File: src/hdl/mdfl_pkg.sv
// ****************************************************************
// shared constants of the fault latch block
// ****************************************************************
package mdfl_pkg;

    // ****************************************************************
    // clocking and filter timing
    // ****************************************************************
    localparam int CLK_PERIOD_NS = 10;      // ref_clk_i period, 100 MHz
    localparam int OSC_NOMINAL_KHZ = 4000;  // nominal oscillator rate
    localparam int FILT_TIME_NS = 2000;     // least stable time before a change counts
    // least time rounds up to whole cycles
    localparam int FILT_CYCLES = (FILT_TIME_NS + CLK_PERIOD_NS - 1) / CLK_PERIOD_NS;
    localparam int FILT_CW = 16;            // filter counter width
    localparam logic [FILT_CW-1:0] FILT_CNT_MAX = FILT_CW'(FILT_CYCLES - 1);

    // ****************************************************************
    // serial frame layout
    // ****************************************************************
    localparam int FRAME_BITS = 16;
    localparam logic [4:0] FRAME_LEN = 5'h10;
    localparam int NUM_DRV = 12;            // six high side, six low side
    localparam int NUM_BRIDGE = 6;
    localparam int BIT_ALL_CLR = 0;         // pairs with bit 15 for full reset
    localparam int BIT_CTRL_LSB = 1;
    localparam int BIT_CTRL_MSB = 12;
    localparam int BIT_OC = 13;             // overcurrent flag / clear
    localparam int BIT_OT = 14;             // thermal flag / clear
    localparam int BIT_OV = 15;             // overvoltage flag / clear

    // ****************************************************************
    // register map
    // ****************************************************************
    localparam int ADDR_W = 8;
    localparam logic [ADDR_W-1:0] OFS_CTRL = 8'h00;
    localparam logic [ADDR_W-1:0] OFS_IRQ_STAT = 8'h04;
    localparam logic [ADDR_W-1:0] OFS_IRQ_MASK = 8'h08;
    localparam logic [ADDR_W-1:0] OFS_FAULT = 8'h0C;
    localparam logic [ADDR_W-1:0] OFS_DRIVE = 8'h10;
    localparam logic [ADDR_W-1:0] OFS_FRAME = 8'h14;

    // control register fields
    localparam int CTRL_STANDBY = 0;
    localparam logic CTRL_RESET = 1'h0;

    // interrupt status / mask fields
    localparam int IRQ_W = 4;
    localparam int IRQ_OC = 0;
    localparam int IRQ_OT = 1;
    localparam int IRQ_OV = 2;
    localparam int IRQ_FRAME = 3;
    localparam logic [IRQ_W-1:0] IRQ_RESET = 4'h0;

    // fault register fields
    localparam int FLT_OT_FLAG = 12;
    localparam int FLT_OV_FLAG = 13;
    localparam int FLT_OT_ACT = 14;
    localparam int FLT_OV_ACT = 15;

    // drive register field
    localparam int DRV_ON_LSB = 16;

    // serial receiver states, one-hot
    typedef enum logic [1:0] {
        SPI_IDLE = 2'h1,
        SPI_ACTIVE = 2'h2
    } mdfl_spi_state_t;

endpackage

File: src/hdl/mdfl_filt_if.sv
`timescale 1ns/100ps
// ****************************************************************
// carrier between the latch core and one chatter filter
// ****************************************************************
interface mdfl_filt_if;
    logic raw;     // detector level straight from the pin
    logic hold;    // forces the filter inactive
    logic level;   // filtered indication

    modport filter (input raw, input hold, output level);
    modport core (output raw, output hold, input level);
endinterface

File: src/hdl/mdfl_filter.sv
`timescale 1ns/100ps
// ****************************************************************
// two-flop synchroniser followed by a stability filter
// ****************************************************************
module mdfl_filter (
    input wire logic ref_clk_i,
    input wire logic reset_n_i,
    mdfl_filt_if.filter fif
);
    import mdfl_pkg::*;
    logic meta_reg;              // first stage, read only by sync_reg
    logic sync_reg;              // second stage
    logic level_reg;             // accepted level
    logic [FILT_CW-1:0] cnt_reg; // cycles the new level has stood

    assign fif.level = level_reg;

    // synchroniser; no logic looks at the first stage
    always_ff @(posedge ref_clk_i) begin
        if (!reset_n_i) begin
            meta_reg <= 1'h0;
            sync_reg <= 1'h0;
        end else begin
            meta_reg <= fif.raw;
            sync_reg <= meta_reg;
        end
    end

    // a change is accepted only after it stood the whole filter time,
    // so short spikes on detect and on release are both swallowed
    always_ff @(posedge ref_clk_i) begin
        if (!reset_n_i || fif.hold) begin
            level_reg <= 1'h0;
            cnt_reg <= '0;
        end else if (sync_reg != level_reg) begin
            if (cnt_reg == FILT_CNT_MAX) begin
                level_reg <= sync_reg;
                cnt_reg <= '0;
            end else begin
                cnt_reg <= cnt_reg + FILT_CW'(1);
            end
        end else begin
            cnt_reg <= '0; // bounce back restarts the count
        end
    end
endmodule

File: src/hdl/mdfl_top.sv
// Decided for this implementation: the address map and strobed register access.
`timescale 1ns/100ps
module mdfl_top (
    input wire logic ref_clk_i,
    input wire logic reset_n_i,
    // serial link from the controller
    input wire logic chip_select_n_i,
    input wire logic spi_clk_i,
    input wire logic spi_data_i,
    output logic spi_data_o,
    output logic spi_data_oe_n_o,
    // analog detector levels, asynchronous
    input wire logic [mdfl_pkg::NUM_DRV-1:0] overcurrent_det_i,
    input wire logic overtemp_det_i,
    input wire logic overvoltage_det_i,
    // driver gate enables, low means high impedance
    output logic [mdfl_pkg::NUM_DRV-1:0] drv_on_o,
    // register port
    input wire logic [mdfl_pkg::ADDR_W-1:0] reg_addr_i,
    input wire logic [31:0] reg_wdata_i,
    input wire logic reg_wr_i,
    input wire logic reg_rd_i,
    output logic [31:0] reg_rdata_o,
    output logic irq_o
);
    import mdfl_pkg::*;
    // ****************************************************************
    // declarations
    // ****************************************************************
    logic cs_meta_reg, cs_sync_reg, cs_prev_reg;     // chip select sampling
    logic sck_meta_reg, sck_sync_reg, sck_prev_reg;  // serial clock sampling
    logic sdi_meta_reg, sdi_sync_reg;                // serial data sampling
    mdfl_spi_state_t spi_state_reg;                  // receiver state
    logic [FRAME_BITS-1:0] rx_shift_reg;             // incoming word
    logic [4:0] rx_count_reg;                        // bits received
    logic [FRAME_BITS-1:0] tx_shift_reg;             // outgoing word
    logic so_reg, so_oe_n_reg;                       // serial output pin
    logic [FRAME_BITS-1:0] last_frame_reg;           // last accepted word
    logic [NUM_DRV-1:0] setting_reg;                 // control bits 1..12
    logic [NUM_DRV-1:0] oc_latch_reg;                // per-driver trip latch
    logic ot_flag_reg, ov_flag_reg;                  // sticky status flags
    logic [NUM_DRV-1:0] drv_on_reg;                  // output enables
    logic ctrl_standby_reg;                          // standby request
    logic [IRQ_W-1:0] irq_stat_reg, irq_mask_reg;    // interrupt registers
    logic irq_reg;
    logic [31:0] rdata_reg;
    logic [NUM_DRV-1:0] oc_level;                    // filtered overcurrent
    logic ot_level, ov_level;                        // filtered thermal, voltage
    logic cs_rise, cs_fall, sck_rise, sck_fall;      // sampled edges
    logic frame_done;                                // full frame ended
    logic full_reset, oc_clear, ot_clear, ov_clear;  // frame-end commands
    logic [FRAME_BITS-1:0] status_word;              // word sent back
    logic [IRQ_W-1:0] irq_event;
    logic [NUM_DRV-1:0] drv_allow;

    // ****************************************************************
    // helpers
    // ****************************************************************
    // full status reset needs both end bits set in one word
    function automatic logic is_full_reset(input logic [FRAME_BITS-1:0] w);
        is_full_reset = w[BIT_ALL_CLR] & w[BIT_OV];
    endfunction

    // register select, used by both read and write decode
    function automatic logic hit(input logic [ADDR_W-1:0] a, input logic [ADDR_W-1:0] ofs);
        hit = (a == ofs);
    endfunction

    // ****************************************************************
    // chatter filters: twelve drivers, thermal, overvoltage
    // ****************************************************************
    // the filters count on ref_clk_i, which stands for the internal
    // oscillator; all fault timing is derived from it alone
    genvar gi;
    generate
        for (gi = 0; gi < NUM_DRV + 2; gi++) begin : g_filt
            mdfl_filt_if fif ();
            // standby holds every detector inactive
            assign fif.hold = ctrl_standby_reg;
            if (gi < NUM_DRV) begin : g_oc
                assign fif.raw = overcurrent_det_i[gi];
                assign oc_level[gi] = fif.level;
            end else if (gi == NUM_DRV) begin : g_ot
                assign fif.raw = overtemp_det_i;
                assign ot_level = fif.level;
            end else begin : g_ov
                assign fif.raw = overvoltage_det_i;
                assign ov_level = fif.level;
            end
            // stable-count filter on detect and release
            mdfl_filter u_filt (
                .ref_clk_i(ref_clk_i),
                .reset_n_i(reset_n_i),
                .fif(fif.filter)
            );
        end
    endgenerate

    // ****************************************************************
    // link sampling
    // ****************************************************************
    // every link pin passes two flops; edges are found past the second
    always_ff @(posedge ref_clk_i) begin
        if (!reset_n_i) begin
            cs_meta_reg <= 1'h1;
            cs_sync_reg <= 1'h1;
            cs_prev_reg <= 1'h1;
            sck_meta_reg <= 1'h0;
            sck_sync_reg <= 1'h0;
            sck_prev_reg <= 1'h0;
            sdi_meta_reg <= 1'h0;
            sdi_sync_reg <= 1'h0;
        end else begin
            cs_meta_reg <= chip_select_n_i;
            cs_sync_reg <= cs_meta_reg;
            cs_prev_reg <= cs_sync_reg;
            sck_meta_reg <= spi_clk_i;
            sck_sync_reg <= sck_meta_reg;
            sck_prev_reg <= sck_sync_reg;
            sdi_meta_reg <= spi_data_i;
            sdi_sync_reg <= sdi_meta_reg;
        end
    end

    assign cs_rise = cs_sync_reg & ~cs_prev_reg;
    assign cs_fall = ~cs_sync_reg & cs_prev_reg;
    assign sck_rise = sck_sync_reg & ~sck_prev_reg;
    assign sck_fall = ~sck_sync_reg & sck_prev_reg;

    // ****************************************************************
    // frame receiver
    // ****************************************************************
    // a frame counts only with exactly sixteen bits; a short or long one
    // is dropped so a glitch on the clock line cannot act as a command
    assign frame_done = (spi_state_reg == SPI_ACTIVE) && cs_rise && (rx_count_reg == FRAME_LEN);

    // commands decoded on the rising chip select edge
    assign full_reset = frame_done & is_full_reset(rx_shift_reg);
    assign oc_clear = full_reset | (frame_done & rx_shift_reg[BIT_OC]);
    assign ot_clear = full_reset | (frame_done & rx_shift_reg[BIT_OT]);
    assign ov_clear = full_reset | (frame_done & rx_shift_reg[BIT_OV]);

    // receiver state and bit shifter; standby drops any frame in flight
    always_ff @(posedge ref_clk_i) begin
        if (!reset_n_i || ctrl_standby_reg) begin
            spi_state_reg <= SPI_IDLE;
            rx_shift_reg <= '0;
            rx_count_reg <= '0;
        end else begin
            case (spi_state_reg)
                SPI_IDLE: begin
                    if (cs_fall) begin
                        spi_state_reg <= SPI_ACTIVE;
                        rx_count_reg <= '0;
                    end
                end
                SPI_ACTIVE: begin
                    if (cs_rise) begin
                        spi_state_reg <= SPI_IDLE;
                    end else if (sck_rise) begin
                        // most significant bit travels first
                        rx_shift_reg <= {rx_shift_reg[FRAME_BITS-2:0], sdi_sync_reg};
                        if (rx_count_reg != 5'h1F) begin
                            rx_count_reg <= rx_count_reg + 5'h01;
                        end
                    end
                end
                default: begin
                    spi_state_reg <= SPI_IDLE;
                end
            endcase
        end
    end

    // ****************************************************************
    // status word and serial output
    // ****************************************************************
    always_comb begin
        status_word = '0;
        status_word[BIT_OC] = |oc_latch_reg;
        status_word[BIT_OT] = ot_flag_reg;
        status_word[BIT_OV] = ov_flag_reg;
    end

    // status is captured at frame start and shifted out on falling clock
    always_ff @(posedge ref_clk_i) begin
        if (!reset_n_i || ctrl_standby_reg) begin
            tx_shift_reg <= '0;
            so_reg <= 1'h0;
            so_oe_n_reg <= 1'h1;
        end else if (cs_fall && spi_state_reg == SPI_IDLE) begin
            tx_shift_reg <= {status_word[FRAME_BITS-2:0], 1'h0};
            so_reg <= status_word[FRAME_BITS-1];
            so_oe_n_reg <= 1'h0;
        end else if (spi_state_reg == SPI_ACTIVE && cs_rise) begin
            so_oe_n_reg <= 1'h1;
        end else if (spi_state_reg == SPI_ACTIVE && sck_fall) begin
            so_reg <= tx_shift_reg[FRAME_BITS-1];
            tx_shift_reg <= {tx_shift_reg[FRAME_BITS-2:0], 1'h0};
        end
    end

    // ****************************************************************
    // settings and fault latches
    // ****************************************************************
    // settings: full reset forces all off and ignores bits 1-12, any
    // other frame (with or without the overcurrent clear) applies them
    always_ff @(posedge ref_clk_i) begin
        if (!reset_n_i || ctrl_standby_reg) begin
            setting_reg <= '0;
            last_frame_reg <= '0;
        end else if (full_reset) begin
            setting_reg <= '0;
            last_frame_reg <= rx_shift_reg;
        end else if (frame_done) begin
            setting_reg <= rx_shift_reg[BIT_CTRL_MSB:BIT_CTRL_LSB];
            last_frame_reg <= rx_shift_reg;
        end
    end

    // per-driver trip latch: a set in the clearing cycle wins, so a
    // persisting fault re-trips at once
    always_ff @(posedge ref_clk_i) begin
        if (!reset_n_i || ctrl_standby_reg) begin
            oc_latch_reg <= '0;
        end else begin
            oc_latch_reg <= oc_level | (oc_latch_reg & {NUM_DRV{~oc_clear}});
        end
    end

    // thermal and overvoltage flags stay set after recovery
    always_ff @(posedge ref_clk_i) begin
        if (!reset_n_i || ctrl_standby_reg) begin
            ot_flag_reg <= 1'h0;
            ov_flag_reg <= 1'h0;
        end else begin
            ot_flag_reg <= ot_level | (ot_flag_reg & ~ot_clear);
            ov_flag_reg <= ov_level | (ov_flag_reg & ~ov_clear);
        end
    end

    // ****************************************************************
    // driver enables
    // ****************************************************************
    // a half-bridge with both sides requested goes high impedance
    generate
        for (gi = 0; gi < NUM_BRIDGE; gi++) begin : g_bridge
            assign drv_allow[2*gi] = setting_reg[2*gi] & ~setting_reg[2*gi+1];
            assign drv_allow[2*gi+1] = setting_reg[2*gi+1] & ~setting_reg[2*gi];
        end
    endgenerate

    // thermal and overvoltage act on the live filtered level, so outputs
    // return by themselves; overcurrent acts on the latch of one driver
    always_ff @(posedge ref_clk_i) begin
        if (!reset_n_i || ctrl_standby_reg) begin
            drv_on_reg <= '0;
        end else if (ot_level || ov_level) begin
            drv_on_reg <= '0;
        end else begin
            drv_on_reg <= drv_allow & ~oc_latch_reg & ~oc_level;
        end
    end

    // ****************************************************************
    // interrupts
    // ****************************************************************
    assign irq_event[IRQ_OC] = |(oc_level & ~oc_latch_reg);
    assign irq_event[IRQ_OT] = ot_level & ~ot_flag_reg;
    assign irq_event[IRQ_OV] = ov_level & ~ov_flag_reg;
    assign irq_event[IRQ_FRAME] = frame_done;

    // sticky status, write one to clear; a new event beats the clear
    always_ff @(posedge ref_clk_i) begin
        if (!reset_n_i) begin
            irq_stat_reg <= IRQ_RESET;
        end else if (reg_wr_i && hit(reg_addr_i, OFS_IRQ_STAT)) begin
            irq_stat_reg <= irq_event | (irq_stat_reg & ~reg_wdata_i[IRQ_W-1:0]);
        end else begin
            irq_stat_reg <= irq_event | irq_stat_reg;
        end
    end

    // level interrupt from a flop
    always_ff @(posedge ref_clk_i) begin
        if (!reset_n_i) begin
            irq_reg <= 1'h0;
        end else begin
            irq_reg <= |(irq_stat_reg & irq_mask_reg);
        end
    end

    // ****************************************************************
    // register port
    // ****************************************************************
    // writable control and mask
    always_ff @(posedge ref_clk_i) begin
        if (!reset_n_i) begin
            ctrl_standby_reg <= CTRL_RESET;
            irq_mask_reg <= IRQ_RESET;
        end else if (reg_wr_i) begin
            if (hit(reg_addr_i, OFS_CTRL)) begin
                ctrl_standby_reg <= reg_wdata_i[CTRL_STANDBY];
            end
            if (hit(reg_addr_i, OFS_IRQ_MASK)) begin
                irq_mask_reg <= reg_wdata_i[IRQ_W-1:0];
            end
        end
    end

    // read data stand one cycle after the strobe; unmapped reads zero
    always_ff @(posedge ref_clk_i) begin
        if (!reset_n_i) begin
            rdata_reg <= '0;
        end else if (reg_rd_i) begin
            rdata_reg <= '0;
            if (hit(reg_addr_i, OFS_CTRL)) begin
                rdata_reg[CTRL_STANDBY] <= ctrl_standby_reg;
            end else if (hit(reg_addr_i, OFS_IRQ_STAT)) begin
                rdata_reg[IRQ_W-1:0] <= irq_stat_reg;
            end else if (hit(reg_addr_i, OFS_IRQ_MASK)) begin
                rdata_reg[IRQ_W-1:0] <= irq_mask_reg;
            end else if (hit(reg_addr_i, OFS_FAULT)) begin
                rdata_reg[NUM_DRV-1:0] <= oc_latch_reg;
                rdata_reg[FLT_OT_FLAG] <= ot_flag_reg;
                rdata_reg[FLT_OV_FLAG] <= ov_flag_reg;
                rdata_reg[FLT_OT_ACT] <= ot_level;
                rdata_reg[FLT_OV_ACT] <= ov_level;
            end else if (hit(reg_addr_i, OFS_DRIVE)) begin
                rdata_reg[NUM_DRV-1:0] <= setting_reg;
                rdata_reg[DRV_ON_LSB+NUM_DRV-1:DRV_ON_LSB] <= drv_on_reg;
            end else if (hit(reg_addr_i, OFS_FRAME)) begin
                rdata_reg[FRAME_BITS-1:0] <= last_frame_reg;
            end
        end else begin
            rdata_reg <= '0;
        end
    end

    // ****************************************************************
    // outputs, all from flops
    // ****************************************************************
    assign spi_data_o = so_reg;
    assign spi_data_oe_n_o = so_oe_n_reg;
    assign drv_on_o = drv_on_reg;
    assign reg_rdata_o = rdata_reg;
    assign irq_o = irq_reg;
endmodule

File: config.mk
export PLATFORM = sky130hd
export DESIGN_NAME = mdfl_top
export DESIGN_NICKNAME = d
export VERILOG_FILES = /design/src/hdl/mdfl_pkg.sv /design/src/hdl/mdfl_filt_if.sv /design/src/hdl/mdfl_filter.sv /design/src/hdl/mdfl_top.sv
export SDC_FILE = /design/constraint.sdc
export NUM_CORES = 1
export LEC_CHECK = 0
export CAP_MARGIN = 20
export CORE_ASPECT_RATIO = 0.9
export CORE_UTILIZATION = 24
export CTS_BUF_LIST = sky130_fd_sc_hd__clkbuf_8
export DETAILED_ROUTE_END_ITERATION = 8
export DONT_BUFFER_PORTS = 1
export PLACE_DENSITY = 0.4
export SYNTH_ARGS = -nofsm -noshare
export SYNTH_HDL_FRONTEND = slang
export SYNTH_SLANG_ARGS = --single-unit
File: constraint.sdc
create_clock -name ref_clk_i -period 2.6 [get_ports ref_clk_i]
set_input_delay 0.26 -clock ref_clk_i [delete_from_list [all_inputs] [get_ports ref_clk_i]]
set_output_delay 0.26 -clock ref_clk_i [all_outputs]
set_load 0.02 [all_outputs]
==> out/qor.yml <==
status: "finished clean"
clockRootBuffer: "clkbuf_8"
cts_tree: "yes"
synth_edf_count: 0
synth_compound_area_share_pct: 5.24
die_w_um: 275
synth_cells: 1801
drt_iter0_drc: 760
switching_share_pct: 23.1
critPathSlowestCell: "dlygate4sd3_1"
ff2ff_path_depth: 9
grt_max_degree: 69
largest_reg_flops: 224
synthFlopType: "dfxtp_1"
synth_mux_area_share_pct: 1.92
seq_area_frac_synth_pct: 48.8
ys_seq_elements: 393
synth.avg_cell_area_um2: 8.95
layout_min_cycle_time_ns: 2.42
clk_latency_ns: 0.65
cts.clk_slew.worst_paths_ns: 0.06
p_sw_mw: 2.82
yosys_warnings: 0
cts_sinks: 393
rsz0062_at_grt: "no"
synth_area_mm2: 0.0161
leakagePower_nw: 6.15
rows: 89
synth_top_family_by_area: "simple AND/OR/NAND/NOR gates"
hold_depth: 3
mostFrequentLayoutCell: "dfxtp_1"
layout.cells.most_common_list: "dfxtp_1 (393), nor2_1 (276), xnor2_1 (150)"
port_buffers: 0
dp_hpwl_mm: 26.9
slew_violations: 0
clock_path_buffers: 3
period_share_pct: 93.1
relSlewSlack_pct: 41.2
holdWs_ns: 0.0877
totalWireLength_mm: 40.7
synthXorXnorAreaFrac_pct: 10.9
worst_slew_pin_slew_ns: 0.870
cpLargestDelayFamily: "buffers and inverters"
path_common_cell: "dlygate4sd3_1"
max-cap-violations: 0
cp_data_required_time_ns: 3.14
vias: 12600
min_to: "reg_rdata_o[0]"
antenna_left: 0
critPathMaxStageDelay_ns: 0.70
synth_cell_types: 68
die_h_um: 248
skew_ns: 0.0250
wl_per_cell_um: 14.6
firstDrtPassIters: 5
setup.worst_path.start_class: "primary input"
vias_per_cell: 4.51
clock_power_share_pct: 48.2
finalSetupTns_ns: 0
intPower_mw: 9.39
rr_startpoint: "rx_count_reg[0]"
cp-end-kind: "flip-flop"
crit_path_cell_trace: "dlygate4sd3_1 -> nor4_2 -> and2_1 -> nand4_1 -> dlygate4sd3_1 -> a31o_2"
holdCritStartpoint: "reg_rd_i"
gr-total-overflow: 0
reg2reg_to: "irq_stat_reg[3]"
h-tree-depth: 3
drc_errors: 0
pwr_density_cell_mw_per_mm2: 645
nNetsFinal: 1952
synth_simple_gate_area_share_pct: 28.7
seqPwrFrac_pct: 49.8
antenna_found_initial: 2
die_area_mm2: 0.0682
worstPathArrival_ns: 2.96
final_layout_size_suffix_gt1_share_pct: 8.42
async_flop_share_pct: 0
initial_core_util_pct: 24.4
diodes: 0
grt_pass1_wl_mm: 66.0
area_growth_pct: 17.5
cts_buffers: 73
grt_pass1_vias: 12100
r2r_slack_ns: 0.40
timing.fmax_mhz: 413
finalHoldViolations: 0
critPathMaxFanout: 9
place.gp.congestion: 0.766
num_io_pins: 108
finalSetupViolCount: 0
core_mm2: 0.0660
synthAdderAreaFrac_pct: 1.32
min_path_type: "primary input to flip-flop"
grt_usage_pct: 12.2
critical_path_class: "primary input to flip-flop"
path_buf_inv: 2
p_comb_share_pct: 2.0
peakVddDrop_mv: 0.274
-- power groups by stage --
stage | sequential [mW] | clock (mW) | combinational (mW)
6_report | 6.08 | 5.88 | 0.244
5_1_grt | 6.08 | 6.42 | 0.270
4_1_cts | 6.08 | 6.17 | 0.251
3_5_place_dp | 6.21 | 0 | 0.166
3_3_place_gp | 6.21 | 0 | 0.166
2_1_floorplan | 6.21 | 0 | 0.148
-- synth_stat cells, drive strengths merged, types with 18 or more instances --
cell type / number / area, um2
nand4: 61 / 382
mux2i: 23 / 230
clkbuf: 47 / 176
a21oi: 73 / 365
nor3: 64 / 325
nor2: 286 / 1100
xor2: 50 / 438
nand3: 102 / 571
inv: 51 / 191
nand2: 145 / 544
or4: 24 / 203
xnor2: 150 / 1310
and2: 48 / 300
buf: 18 / 143
nor4: 83 / 519
dfxtp: 393 / 7870
nand2b: 31 / 201
-- worst min-delay path: stages --
cell     delay [ns]
nand4_1        0.23
a21oi_1        0.08
o21a_1         0.11
-- through the flow --
step | power (mW) | setup slack [ns] | std cells | area (um2) | utilization (%)
2_1_floorplan | 6.35 | 0.602 | 1804 | 16100 | -
3_3_place_gp | 6.38 | 0.574 | 2618 | 17000 | 25.8
3_5_place_dp | 6.38 | 0.569 | 2618 | 17000 | 25.8
4_1_cts | 12.5 | 0.168 | 2789 | 18900 | 28.7
5_1_grt | 12.8 | 0.162 | 2789 | 18900 | 28.7
6_report | 12.2 | 0.181 | 2789 | 18900 | 28.7
-- cell families after synthesis --
logic type	after synthesis
simple gates	909
mux	30
xor+xnor	200
flops	393
buf+inv	116
fa+ha+maj	17
other cells	1
compound gates	135
-- metal layers --
metal / GRT usage (%) / wire length, um / vias up
met1: 16.8 / 20800 / 5926
met4: 4.66 / 1110 / 4
met5: 0 / 27 / -
met2: 17.4 / 16500 / 207
met3: 3.94 / 2330 / 83
li1: - / - / 6363
-- worst max-delay path by stage --
| stage | start | endpoint | slack [ns] | cells past startpoint |
|---|---|---|---|---|
| 6_report | reg_addr_i[3] | irq_stat_reg[2] | 0.18 | 6 |
| 5_1_grt | reg_addr_i[3] | irq_stat_reg[2] | 0.16 | 6 |
| 4_1_cts | reg_addr_i[3] | irq_stat_reg[0] | 0.17 | 6 |
| 3_5_place_dp | g_filt[8].u_filt.cnt_reg[0] | g_filt[8].u_filt.cnt_reg[15] | 0.57 | 5 |
| 3_3_place_gp | g_filt[8].u_filt.cnt_reg[0] | g_filt[8].u_filt.cnt_reg[15] | 0.57 | 5 |
| 2_1_floorplan | rx_count_reg[0] | rx_count_reg[2] | 0.60 | 6 |
-- final cells by class --
cell class / count / area, um2
flip-flops and latches: 393 / 7870
well taps: 864 / 1080
clock inverters: 35 / 185
clock buffers: 91 / 1250
multi-input cells: 1295 / 7770
inverters: 51 / 191
repair buffers: 60 / 591
fillers: 7011 / 47100
-- repair_timing --
item / 4_1_cts / 5_1_grt
setup buffers: 0 / 0
hold endpoints to repair: 62 / 0
gates resized for setup: 0 / 1
endpoints found under the setup margin: 0 / 1
hold buffers: 45 / 0
Note: power is estimated with default switching activity, not from simulation.
